<file path="config.mk">
export PLATFORM = sky130hd
export DESIGN_NAME = gpf_pin_ctrl
export DESIGN_NICKNAME = d
export VERILOG_FILES = /design/src/logic/gpf_pkg.sv /design/src/logic/gpf_pin_ctrl.sv /design/src/logic/gpf_debounce.sv /design/src/logic/gpf_axil_slave.sv
export VERILOG_INCLUDE_DIRS = /design/src /design/src/logic
export SDC_FILE = /design/constraint.sdc
export NUM_CORES = 1
export LEC_CHECK = 0
export ABC_AREA = 1
export BUFFER_PORTS_ARGS = -buffer_cell sky130_fd_sc_hd__buf_4
export CORE_MARGIN = 2
export CORE_UTILIZATION = 33
export DETAILED_ROUTE_END_ITERATION = 16
export PLACE_DENSITY = 0.6
export SYNTH_ARGS = -nofsm -noshare
export SYNTH_HDL_FRONTEND = slang
export SYNTH_SLANG_ARGS = --single-unit
</file>
<file path="constraint.sdc">
create_clock -name aclk -period 2 [get_ports aclk]
set_input_delay 0.2 -clock aclk [delete_from_list [all_inputs] [get_ports aclk]]
set_output_delay 0.2 -clock aclk [all_outputs]
set_load 0.02 [all_outputs]
</file>
<file path="src/logic/gpf_cfg.svh">
// Constants of the pin function controller: register offsets, reset values,
// field codes and timing figures.
// Assumes a single 250 MHz clock and a 32-bit AXI4-Lite register bus.
`ifndef GPF_CFG_SVH
`define GPF_CFG_SVH

// ==========================================================================
// Register byte addresses
`define GPF_ADDR_W 16
`define GPF_ADDR_CTRL 16'h4038
`define GPF_ADDR_OUT 16'h403c
`define GPF_ADDR_STAT 16'h4040
`define GPF_ADDR_MASK 16'h4044
`define GPF_ADDR_LEVEL 16'h4048

// ==========================================================================
// Reset values and writable bits
`define GPF_CTRL_RESET 16'ha400
`define GPF_CTRL_WMASK 16'hfe8f
`define GPF_PULL_DOWN 2'b01
`define GPF_PULL_UP 2'b10
`define GPF_STAT_EDGE 0
`define GPF_LVL_RAW 0
`define GPF_LVL_DEB 1
`define GPF_LVL_PIN 2

// Function codes that use the long debounce filter: 0, 4, 14 and 15
`define GPF_LONG_FN_MASK 16'hc011

// ==========================================================================
// Timing
`define GPF_CLK_MHZ 250
`define GPF_LONG_DEB_US 1000

// ==========================================================================
// Bus responses
`define GPF_RESP_OKAY 2'b00
`define GPF_RESP_SLVERR 2'b10

`endif

</file>
<file path="src/logic/gpf_pkg.sv">
// Types shared by the pin function controller, its port checker and its bench.
// Assumes gpf_cfg.svh is on the include path.
`include "gpf_cfg.svh"

package gpf_pkg;

	// ======================================================================
	// Control register layout, bit 15 down to bit 0
	typedef struct packed {
		logic dir;
		logic [1:0] pull;
		logic edge_mode;
		logic supply;
		logic pol;
		logic drive;
		logic rsv_8;
		logic enable;
		logic [2:0] rsv_6_4;
		logic [3:0] func;
	} gpf_ctrl_t;

	// Internal requests, one field per input function code, code 15 first
	typedef struct packed {
		logic hw_ctl_two_deb;
		logic hw_ctl_one_deb;
		logic hw_ctl_two;
		logic hw_ctl_one;
		logic hw_en_two;
		logic hw_en_one;
		logic voltage_scaling_select_two;
		logic voltage_scaling_select_one;
		logic watchdog_reset;
		logic power_on_req;
		logic sleep_req;
		logic sleep_wake_deb;
		logic sleep_wake;
		logic power_onoff;
		logic level_plain;
		logic level_deb;
	} gpf_req_t;

	// Internal states that an output pin may show
	typedef struct packed {
		logic aux_reset;
		logic ext_pwr_clk;
		logic converter_power_good;
		logic system_supply_good;
		logic ext_pwr_en_two;
		logic ext_pwr_en_one;
		logic dvs_done_two;
		logic dvs_done_one;
		logic pwr_change;
		logic sleep_state;
		logic on_state;
		logic osc_32k;
	} gpf_src_t;

	// Pad controls
	typedef struct packed {
		logic out;
		logic oe;
		logic pull_up;
		logic pull_down;
		logic supply_sel;
	} gpf_pad_t;

	typedef enum logic [2:0] {REG_CTRL, REG_OUT, REG_STAT, REG_MASK, REG_LEVEL, REG_NONE} gpf_reg_t;

	function automatic gpf_reg_t gpf_decode(input logic [`GPF_ADDR_W-1:0] a);
		case (a)
			`GPF_ADDR_CTRL: gpf_decode = REG_CTRL;
			`GPF_ADDR_OUT: gpf_decode = REG_OUT;
			`GPF_ADDR_STAT: gpf_decode = REG_STAT;
			`GPF_ADDR_MASK: gpf_decode = REG_MASK;
			`GPF_ADDR_LEVEL: gpf_decode = REG_LEVEL;
			default: gpf_decode = REG_NONE;
		endcase
	endfunction

endpackage

</file>
<file path="src/logic/gpf_pin_ctrl.sv">
// Function controller for one general-purpose pin: control register, pad
// drive, input routing to internal requests and the pin edge interrupt.
// Assumes the pad input is synchronous to aclk and the pad itself resolves
// out/oe and the pull controls.
//
// Summary of operation
// - Two-bit pull field: none, pull-down, pull-up, reserved; resets to pull-down.
// - Edge mode 0: interrupt on rising edge, or falling edge when inverted.
// - Edge mode 1: interrupt on both edges whatever the polarity.
// - Supply select bit, reset 0: buffer supply, 1 selects always-on supply.
// - Polarity bit, reset 1: 0 inverts the pin signal, 1 passes it.
// - Output drive push-pull when drive bit is 0, open-drain when 1.
// - Enable bit 0 tri-states the pin; direction bit resets to input.
// - Input codes 0 and 1: plain level with and without long debounce.
// - Input codes 2 to 6 route the pin to power and sleep requests.
// - Input code 7 watchdog reset; codes 8 and 9 voltage scaling selects.
// - Input codes 10 to 15: hardware enables and controls, some debounced.
// - Output code 0 drives the software level, code 1 the slow oscillator.
// - Output codes 2 to 4 show on, sleep and state change; 5 to 7 reserved.
// - Output codes 10 to 15: power enables, supply goods, fast clock, reset.
//
// The AXI4-Lite interface to the registers was chosen for this implementation.
`timescale 1ns/1ps
`include "gpf_cfg.svh"

module gpf_pin_ctrl
	import gpf_pkg::*;
#(
	parameter int unsigned LONG_DEB_CYCLES = `GPF_LONG_DEB_US * `GPF_CLK_MHZ,
	parameter int ADDR_W = `GPF_ADDR_W
) (
	input wire logic aclk,
	input wire logic aresetn,
	input wire logic [ADDR_W-1:0] s_axi_awaddr,
	input wire logic s_axi_awvalid,
	output logic s_axi_awready,
	input wire logic [31:0] s_axi_wdata,
	input wire logic [3:0] s_axi_wstrb,
	input wire logic s_axi_wvalid,
	output logic s_axi_wready,
	output logic [1:0] s_axi_bresp,
	output logic s_axi_bvalid,
	input wire logic s_axi_bready,
	input wire logic [ADDR_W-1:0] s_axi_araddr,
	input wire logic s_axi_arvalid,
	output logic s_axi_arready,
	output logic [31:0] s_axi_rdata,
	output logic [1:0] s_axi_rresp,
	output logic s_axi_rvalid,
	input wire logic s_axi_rready,
	input wire logic pin_in,
	input wire gpf_pkg::gpf_src_t status_src,
	output gpf_pkg::gpf_pad_t pad,
	output gpf_pkg::gpf_req_t req,
	output logic irq
);
	import gpf_pkg::*;

	// ======================================================================
	// Function code decoding
	function automatic logic fn_long_deb(input logic [3:0] fn);
		logic [15:0] sel;
		sel = 16'h0001 << fn;
		return (sel & `GPF_LONG_FN_MASK) != 16'h0;
	endfunction

	// ======================================================================
	// Bus front end
	logic wr_en, rd_en, wr_err, rd_err;
	logic [ADDR_W-1:0] wr_addr, rd_addr;
	logic [31:0] wr_data, rd_data;
	logic [3:0] wr_strb;
	gpf_reg_t wr_sel, rd_sel;

	gpf_axil_slave #(
		.ADDR_W(ADDR_W)
	) u_bus (
		.aclk(aclk),
		.aresetn(aresetn),
		.s_axi_awaddr(s_axi_awaddr),
		.s_axi_awvalid(s_axi_awvalid),
		.s_axi_awready(s_axi_awready),
		.s_axi_wdata(s_axi_wdata),
		.s_axi_wstrb(s_axi_wstrb),
		.s_axi_wvalid(s_axi_wvalid),
		.s_axi_wready(s_axi_wready),
		.s_axi_bresp(s_axi_bresp),
		.s_axi_bvalid(s_axi_bvalid),
		.s_axi_bready(s_axi_bready),
		.s_axi_araddr(s_axi_araddr),
		.s_axi_arvalid(s_axi_arvalid),
		.s_axi_arready(s_axi_arready),
		.s_axi_rdata(s_axi_rdata),
		.s_axi_rresp(s_axi_rresp),
		.s_axi_rvalid(s_axi_rvalid),
		.s_axi_rready(s_axi_rready),
		.wr_en(wr_en),
		.wr_addr(wr_addr),
		.wr_data(wr_data),
		.wr_strb(wr_strb),
		.wr_err(wr_err),
		.rd_en(rd_en),
		.rd_addr(rd_addr),
		.rd_data(rd_data),
		.rd_err(rd_err)
	);

	// Decode from the held address so a new address cannot retarget a pending write
	assign wr_sel = gpf_decode(wr_addr);
	assign rd_sel = gpf_decode(rd_addr);
	// The level register is read-only, so a write to it is refused
	assign wr_err = (wr_sel == REG_NONE) || (wr_sel == REG_LEVEL);
	assign rd_err = (rd_sel == REG_NONE);

	// ======================================================================
	// Register state
	gpf_ctrl_t ctrl_ff, nxt_ctrl;
	logic sw_level_ff, nxt_sw_level;
	logic edge_stat_ff, nxt_edge_stat;
	logic edge_mask_ff, nxt_edge_mask;
	logic [15:0] ctrl_merged;

	// Byte lanes 0 and 1 carry the 16-bit control word
	always_comb begin
		ctrl_merged = ctrl_ff;
		if (wr_strb[0]) begin
			ctrl_merged[7:0] = wr_data[7:0];
		end
		if (wr_strb[1]) begin
			ctrl_merged[15:8] = wr_data[15:8];
		end
	end

	logic edge_evt;

	always_comb begin
		nxt_ctrl = ctrl_ff;
		nxt_sw_level = sw_level_ff;
		nxt_edge_mask = edge_mask_ff;
		nxt_edge_stat = edge_stat_ff;
		if (wr_en && wr_sel == REG_CTRL) begin
			// Masking at the write keeps reserved bits zero with no read-side mask
			nxt_ctrl = gpf_ctrl_t'(ctrl_merged & `GPF_CTRL_WMASK);
		end
		if (wr_en && wr_sel == REG_OUT && wr_strb[0]) begin
			nxt_sw_level = wr_data[0];
		end
		if (wr_en && wr_sel == REG_MASK && wr_strb[0]) begin
			nxt_edge_mask = wr_data[`GPF_STAT_EDGE];
		end
		// A read clears the sticky bit, but an edge in the same cycle survives
		if (rd_en && rd_sel == REG_STAT) begin
			nxt_edge_stat = 1'b0;
		end
		if (edge_evt) begin
			nxt_edge_stat = 1'b1;
		end
	end

	always_ff @(posedge aclk) begin
		if (!aresetn) begin
			ctrl_ff <= gpf_ctrl_t'(`GPF_CTRL_RESET);
			sw_level_ff <= 1'b0;
			edge_stat_ff <= 1'b0;
			edge_mask_ff <= 1'b0;
		end else begin
			ctrl_ff <= nxt_ctrl;
			sw_level_ff <= nxt_sw_level;
			edge_stat_ff <= nxt_edge_stat;
			edge_mask_ff <= nxt_edge_mask;
		end
	end

	// Level output: stays high until software reads status or clears the mask
	assign irq = edge_stat_ff && edge_mask_ff;

	// ======================================================================
	// Input path
	logic lvl_raw, lvl_deb, lvl_sel, lvl_prev_ff, nxt_lvl_prev;
	logic in_active, out_active;
	logic [15:0] fn_onehot;

	assign in_active = ctrl_ff.enable && ctrl_ff.dir;
	assign out_active = ctrl_ff.enable && !ctrl_ff.dir;
	// Requests are levels; a disabled or output pin routes nothing
	assign fn_onehot = 16'h0001 << ctrl_ff.func;
	// Logical level: inverted polarity means the pin is active low
	assign lvl_raw = pin_in ^ !ctrl_ff.pol;

	// The filter runs for every code, so a switch to a filtered code starts settled
	gpf_debounce #(
		.CYCLES(LONG_DEB_CYCLES)
	) u_long_deb (
		.aclk(aclk),
		.aresetn(aresetn),
		.din(lvl_raw),
		.dout(lvl_deb)
	);

	// Codes 0, 4, 14 and 15 take the filtered level, the rest the direct one
	assign lvl_sel = fn_long_deb(ctrl_ff.func) ? lvl_deb : lvl_raw;

	// Edge events follow the level in use, so a long-debounced pin only
	// interrupts once the level has settled
	always_comb begin
		nxt_lvl_prev = lvl_sel;
		edge_evt = 1'b0;
		if (in_active) begin
			if (ctrl_ff.edge_mode) begin
				edge_evt = lvl_sel != lvl_prev_ff;
			end else begin
				edge_evt = lvl_sel && !lvl_prev_ff;
			end
		end
	end

	always_ff @(posedge aclk) begin
		if (!aresetn) begin
			lvl_prev_ff <= 1'b0;
		end else begin
			lvl_prev_ff <= nxt_lvl_prev;
		end
	end

	// ======================================================================
	// Request routing and pad drive
	gpf_req_t req_ff, nxt_req;
	gpf_pad_t pad_ff, nxt_pad;
	logic [15:0] out_src;
	logic out_val;

	// Output sources in function-code order; codes 5 to 7 drive inactive
	assign out_src = {
		status_src.aux_reset,
		status_src.ext_pwr_clk,
		status_src.converter_power_good,
		status_src.system_supply_good,
		status_src.ext_pwr_en_two,
		status_src.ext_pwr_en_one,
		status_src.dvs_done_two,
		status_src.dvs_done_one,
		3'b000,
		status_src.pwr_change,
		status_src.sleep_state,
		status_src.on_state,
		status_src.osc_32k,
		sw_level_ff
	};

	assign out_val = out_src[ctrl_ff.func] ^ !ctrl_ff.pol;

	always_comb begin
		nxt_req = gpf_req_t'(16'h0);
		if (in_active) begin
			nxt_req = gpf_req_t'(fn_onehot & {16{lvl_sel}});
		end
		nxt_pad.pull_down = ctrl_ff.pull == `GPF_PULL_DOWN;
		nxt_pad.pull_up = ctrl_ff.pull == `GPF_PULL_UP;
		nxt_pad.supply_sel = ctrl_ff.supply;
		nxt_pad.out = 1'b0;
		nxt_pad.oe = 1'b0;
		if (out_active) begin
			// Open drain never drives high: a one releases the pin to its pull
			if (ctrl_ff.drive) begin
				nxt_pad.oe = !out_val;
			end else begin
				nxt_pad.out = out_val;
				nxt_pad.oe = 1'b1;
			end
		end
	end

	always_ff @(posedge aclk) begin
		if (!aresetn) begin
			req_ff <= gpf_req_t'(16'h0);
			pad_ff <= '0;
		end else begin
			req_ff <= nxt_req;
			pad_ff <= nxt_pad;
		end
	end

	assign req = req_ff;
	assign pad = pad_ff;

	// ======================================================================
	// Read data
	// Decoded from the live read address; the slave registers it in the accept cycle
	always_comb begin
		rd_data = 32'h0;
		unique case (rd_sel)
			REG_CTRL: rd_data[15:0] = ctrl_ff;
			REG_OUT: rd_data[0] = sw_level_ff;
			REG_STAT: rd_data[`GPF_STAT_EDGE] = edge_stat_ff;
			REG_MASK: rd_data[`GPF_STAT_EDGE] = edge_mask_ff;
			REG_LEVEL: begin
				rd_data[`GPF_LVL_RAW] = lvl_raw;
				rd_data[`GPF_LVL_DEB] = lvl_deb;
				rd_data[`GPF_LVL_PIN] = pin_in;
			end
			REG_NONE: rd_data = 32'h0;
		endcase
	end

endmodule // gpf_pin_ctrl

</file>
<file path="src/logic/gpf_debounce.sv">
// Stability filter: the output follows the input only after the input has
// held one value for CYCLES consecutive clocks.
// Assumes the input is synchronous to aclk.
`timescale 1ns/1ps

module gpf_debounce #(
	parameter int unsigned CYCLES = 250000
) (
	input wire logic aclk,
	input wire logic aresetn,
	input wire logic din,
	output logic dout
);
	localparam int CW = $clog2(CYCLES + 1);
	localparam logic [CW-1:0] LAST = CW'(CYCLES - 1);

	logic level_ff;
	logic nxt_level;
	logic [CW-1:0] cnt_ff;
	logic [CW-1:0] nxt_cnt;

	// ======================================================================
	// Any glitch restarts the count, so the level needs a full quiet interval
	always_comb begin
		nxt_level = level_ff;
		nxt_cnt = '0;
		if (din != level_ff) begin
			if (cnt_ff == LAST) begin
				nxt_level = din;
			end else begin
				nxt_cnt = cnt_ff + 1'b1;
			end
		end
	end

	always_ff @(posedge aclk) begin
		if (!aresetn) begin
			level_ff <= 1'b0;
			cnt_ff <= '0;
		end else begin
			level_ff <= nxt_level;
			cnt_ff <= nxt_cnt;
		end
	end

	assign dout = level_ff;

endmodule // gpf_debounce

</file>
<file path="src/logic/gpf_axil_slave.sv">
// AXI4-Lite slave front end: turns bus transfers into one-cycle register
// write and read strobes.
// Assumes the register file answers reads combinationally in the strobe cycle.
`timescale 1ns/1ps
`include "gpf_cfg.svh"

module gpf_axil_slave #(
	parameter int ADDR_W = `GPF_ADDR_W
) (
	input wire logic aclk,
	input wire logic aresetn,
	input wire logic [ADDR_W-1:0] s_axi_awaddr,
	input wire logic s_axi_awvalid,
	output logic s_axi_awready,
	input wire logic [31:0] s_axi_wdata,
	input wire logic [3:0] s_axi_wstrb,
	input wire logic s_axi_wvalid,
	output logic s_axi_wready,
	output logic [1:0] s_axi_bresp,
	output logic s_axi_bvalid,
	input wire logic s_axi_bready,
	input wire logic [ADDR_W-1:0] s_axi_araddr,
	input wire logic s_axi_arvalid,
	output logic s_axi_arready,
	output logic [31:0] s_axi_rdata,
	output logic [1:0] s_axi_rresp,
	output logic s_axi_rvalid,
	input wire logic s_axi_rready,
	output logic wr_en,
	output logic [ADDR_W-1:0] wr_addr,
	output logic [31:0] wr_data,
	output logic [3:0] wr_strb,
	input wire logic wr_err,
	output logic rd_en,
	output logic [ADDR_W-1:0] rd_addr,
	input wire logic [31:0] rd_data,
	input wire logic rd_err
);
	logic aw_full_ff, nxt_aw_full, w_full_ff, nxt_w_full;
	logic bvalid_ff, nxt_bvalid, rvalid_ff, nxt_rvalid;
	logic [ADDR_W-1:0] awaddr_ff, nxt_awaddr;
	logic [31:0] wdata_ff, nxt_wdata, rdata_ff, nxt_rdata;
	logic [3:0] wstrb_ff, nxt_wstrb;
	logic [1:0] bresp_ff, nxt_bresp, rresp_ff, nxt_rresp;

	// ======================================================================
	// Handshakes: address and data are held separately, in either order
	assign s_axi_awready = !aw_full_ff;
	assign s_axi_wready = !w_full_ff;
	assign s_axi_arready = !rvalid_ff;
	assign wr_en = aw_full_ff && w_full_ff && !bvalid_ff;
	assign wr_addr = awaddr_ff;
	assign wr_data = wdata_ff;
	assign wr_strb = wstrb_ff;
	assign rd_en = s_axi_arvalid && !rvalid_ff;
	assign rd_addr = s_axi_araddr;

	always_comb begin
		nxt_aw_full = aw_full_ff;
		nxt_w_full = w_full_ff;
		nxt_awaddr = awaddr_ff;
		nxt_wdata = wdata_ff;
		nxt_wstrb = wstrb_ff;
		nxt_bvalid = bvalid_ff && !s_axi_bready;
		nxt_bresp = bresp_ff;
		nxt_rvalid = rvalid_ff && !s_axi_rready;
		nxt_rdata = rdata_ff;
		nxt_rresp = rresp_ff;
		if (s_axi_awvalid && !aw_full_ff) begin
			nxt_aw_full = 1'b1;
			nxt_awaddr = s_axi_awaddr;
		end
		if (s_axi_wvalid && !w_full_ff) begin
			nxt_w_full = 1'b1;
			nxt_wdata = s_axi_wdata;
			nxt_wstrb = s_axi_wstrb;
		end
		if (wr_en) begin
			nxt_aw_full = 1'b0;
			nxt_w_full = 1'b0;
			nxt_bvalid = 1'b1;
			nxt_bresp = wr_err ? `GPF_RESP_SLVERR : `GPF_RESP_OKAY;
		end
		if (rd_en) begin
			nxt_rvalid = 1'b1;
			nxt_rdata = rd_data;
			nxt_rresp = rd_err ? `GPF_RESP_SLVERR : `GPF_RESP_OKAY;
		end
	end

	always_ff @(posedge aclk) begin
		if (!aresetn) begin
			aw_full_ff <= 1'b0;
			w_full_ff <= 1'b0;
			awaddr_ff <= '0;
			wdata_ff <= 32'h0;
			wstrb_ff <= 4'h0;
			bvalid_ff <= 1'b0;
			bresp_ff <= `GPF_RESP_OKAY;
			rvalid_ff <= 1'b0;
			rdata_ff <= 32'h0;
			rresp_ff <= `GPF_RESP_OKAY;
		end else begin
			aw_full_ff <= nxt_aw_full;
			w_full_ff <= nxt_w_full;
			awaddr_ff <= nxt_awaddr;
			wdata_ff <= nxt_wdata;
			wstrb_ff <= nxt_wstrb;
			bvalid_ff <= nxt_bvalid;
			bresp_ff <= nxt_bresp;
			rvalid_ff <= nxt_rvalid;
			rdata_ff <= nxt_rdata;
			rresp_ff <= nxt_rresp;
		end
	end

	assign s_axi_bvalid = bvalid_ff;
	assign s_axi_bresp = bresp_ff;
	assign s_axi_rvalid = rvalid_ff;
	assign s_axi_rdata = rdata_ff;
	assign s_axi_rresp = rresp_ff;

endmodule // gpf_axil_slave

</file>
==> impl_metrics.json <==
{
  "cp-start-kind": "flop",
  "cp.arrival_ps": 2110,
  "crit_family": "compound AO/OA/AOI/OAI gates",
  "yosys.area_share.xor_xnor_pct": 1.16,
  "first_global_vias": 3719,
  "die_area_sq_um": 14700,
  "ys_ff_latch": 104,
  "routed_via_density": 4.65,
  "status": "complete, no violations",
  "hp-class": "in2reg",
  "die_w_um": 121,
  "grt_setup_unrepaired": "false",
  "grt_max_degree": 30,
  "syn_inst": 608,
  "rows": 42,
  "syn_area_sq_um": 4550,
  "synth_compound_area_share_pct": 10.1,
  "cts_root_buffer": "clkbuf_16",
  "synth_flop_cell": "dfxtp_1",
  "slowest_delay_ps": 360,
  "drc_errors": 0,
  "synth_fa_ha_area_share_pct": 0.550,
  "finalSetupViolations": 0,
  "ys_seq_area_share_pct": 45.8,
  "nNetsFinal": 807,
  "drv_slew": 0,
  "synth.avg_cell_area_sq_um": 7.48,
  "postLayoutCoreUtil_pct": 43.4,
  "synth_edf_count": 0,
  "cp.buffers_inverters": 2,
  "tightest_slew_ps": 558,
  "first_iter_violations": 247,
  "final_antenna_net_count": 0,
  "gr-usage-all-layers_pct": 14.9,
  "n_antenna_cell": 0,
  "crit_start": "ctrl_ff[1]",
  "routed_wl_mm": 10.8,
  "worstPathMaxFanout": 7,
  "critPathKind": "reg2reg",
  "cts_tree": "yes",
  "antenna_found_initial": 0,
  "numClockSinks": 104,
  "core_area_sq_um": 13300,
  "ios": 151,
  "h-tree-depth": 3,
  "crit_path_end_kind": "flop",
  "cts-buffers-inserted": 9,
  "fp.dieH_um": 121,
  "synthSimpleGateAreaFrac_pct": 32.4,
  "max_slew_margin_pct": 62.6,
  "synth_top_area_share_pct": 45.8,
  "async_flop_share_pct": 0,
  "clockBufferDepth": 2,
  "postCtsSetupBuffers": 0,
  "ys_warn_count": 0,
  "gp_congestion": 0.888,
  "area_growth_pct": 27.5,
  "crit_chain": "inv_2, o31ai_4, nand2_1, o21ai_4, inv_2, ha_1, a211oi_1, a21oi_1, nor2_1",
  "start_util_pct": 34.1,
  "firstDrtPassIters": 4,
  "timing.final.hold_violations": 0,
  "setup_tns_ps": 0,
  "r2r-start": "ctrl_ff[1]",
  "dpl.hpwl_mm": 8.15,
  "cts-hold-fix-buffers": 0,
  "clock_latency_ps": 350,
  "yosys.area.top_type": "dfxtp_1",
  "ys_types": 44,
  "layout_min_cycle_time_ps": 1820,
  "powerDensity_nw_per_um2": 756,
  "wl_per_cell_um": 12.0,
  "synth_top_family_by_area": "simple AND/OR/NAND/NOR gates",
  "clkTransAtPathRegs_ps": 60,
  "power_leakage_nw": 2.44,
  "synthMuxAreaShare_pct": 0,
  "ir_drop_mv": 0.480,
  "drive_gt1_share_pct": 23.4,
  "crit_top_cell": "inv_2",
  "clock.fmax_mhz": 549,
  "grt_pass1_wl_mm": 17.6,
  "synthTopCellsByArea": "dfxtp_1 (46%), nor2_1 (9.1%), nand2_1 (7.9%), nand3_1 (4.6%), a21oi_1 (4.4%)",
  "vias": 4174,
  "crit_required_ps": 2290,
  "cap_violations": 0,
  "slowest_stage": "dfxtp_2",
  "period_share_pct": 91.0,
  "io_buffers": 106,
  "hp-start": "s_axi_awaddr[8]",
  "skew_ps": 6.09,
  "grt_overflow": 0
}
[registers in the layout (all words and copies together) (netlist names), 2 cells and up]
| register | count |
|---|---|
| ctrl_ff | 12 |
| pad | 5 |
| req | 16 |
| u_bus.s_axi_rdata | 12 |
| u_bus.wr_addr | 16 |
| u_bus.wr_data | 12 |
| u_bus.wr_strb | 2 |
| u_long_deb.cnt_ff | 18 |
[routing by layer]
layer,vias to the layer above,share of wire (%),GRT usage (%),routed length [um]
met2,117,45,23.3,4840
met3,11,6.8,3.95,737
met4,0,1.3,4.53,143
li1,2159,-,-,-
met1,1887,47,20.1,5080
met5,-,0,0,0
[synth_stat cells, drive strengths merged, types with 2 or more instances]
master	n
nand4	21
nand3	46
inv	49
xor2	5
nor3b	5
ha	2
dfxtp	104
nor3	16
buf	28
o21ai	39
clkbuf	13
a21oi	42
nor4	4
clkinv	2
or2	4
nor2	121
nand2	99
[through the flow]
step	hold WS, ps	std cells	cell area, sq um	setup WS, ps	total power, mW
after global routing	67.2	897	5800	47.0	4.58
after detailed placement	428	882	5480	129	2.61
after floorplan	335	629	4630	205	2.47
final	74.6	897	5800	179	4.39
after CTS	63.1	897	5780	96.6	4.44
after global placement	423	882	5480	177	2.60
[path summary, 6_finish.rpt]
path	slack [ps]	endpoint	cells after the start
min reg2reg	450	pad[0]	2
max	180	edge_stat_ff	9
min	70	u_bus.wr_addr[8]	3
max reg2reg	180	edge_stat_ff	9
[what timing repair did]
item                       4_1_cts  5_1_grt
resized for setup                0        4
hold endpoints to repair         0        0
setup endpoints to repair        0        2
[area by class of cell]
cell class              instances  area (sq um)
clock buffers                  11           233
clock inverters                 4          70.1
fillers                      1401          7550
inverters                      51           196
multi-input cells             433          2110
flip-flops and latches        104          2080
well taps                     176           220
repair buffers                118           886
[cells by family after synthesis]
family,after synthesis
compound gates,86
buf+inv,92
simple gates,317
fa+ha+maj,2
flops,104
xor+xnor,6
other cells,1
[tightest hold or removal path, cell delays in order]
cell and delay [ps]:
buf_4 80, nor2_1 30, nor2_1 80
[power by group]
group	leakage, nW	internal [mW]	switching, mW
Combinational	1.44	0.158	0.225
Sequential	0.848	2.14	0.0425
Clock	0.149	1.09	0.739
[cells in the final DEF, fill, tap and decap left out, types with 2 or more instances in the layout]
master,Yosys,final
buf_4,22,118
nor2_1,110,109
dfxtp_1,104,103
nand2_1,96,96
inv_1,43,43
nand3_1,42,42
a21oi_1,40,40
o21ai_0,37,37
conb_1,1,22
nand4_1,20,20
nor3_1,13,13
nor2_2,8,9
clkbuf_16,0,9
inv_2,6,6
xor2_1,5,5
nor4_1,4,4
nor3b_1,4,4
nand3_2,3,3
nor2_4,3,3
nand2_2,3,3
nor3_2,2,2
or2_2,2,2
a21oi_2,2,2
or2_0,2,2
ha_1,2,2
clkbuf_1,12,2
clkinv_2,0,2
bufinv_16,0,2
Power figures use the tool's default switching activity.
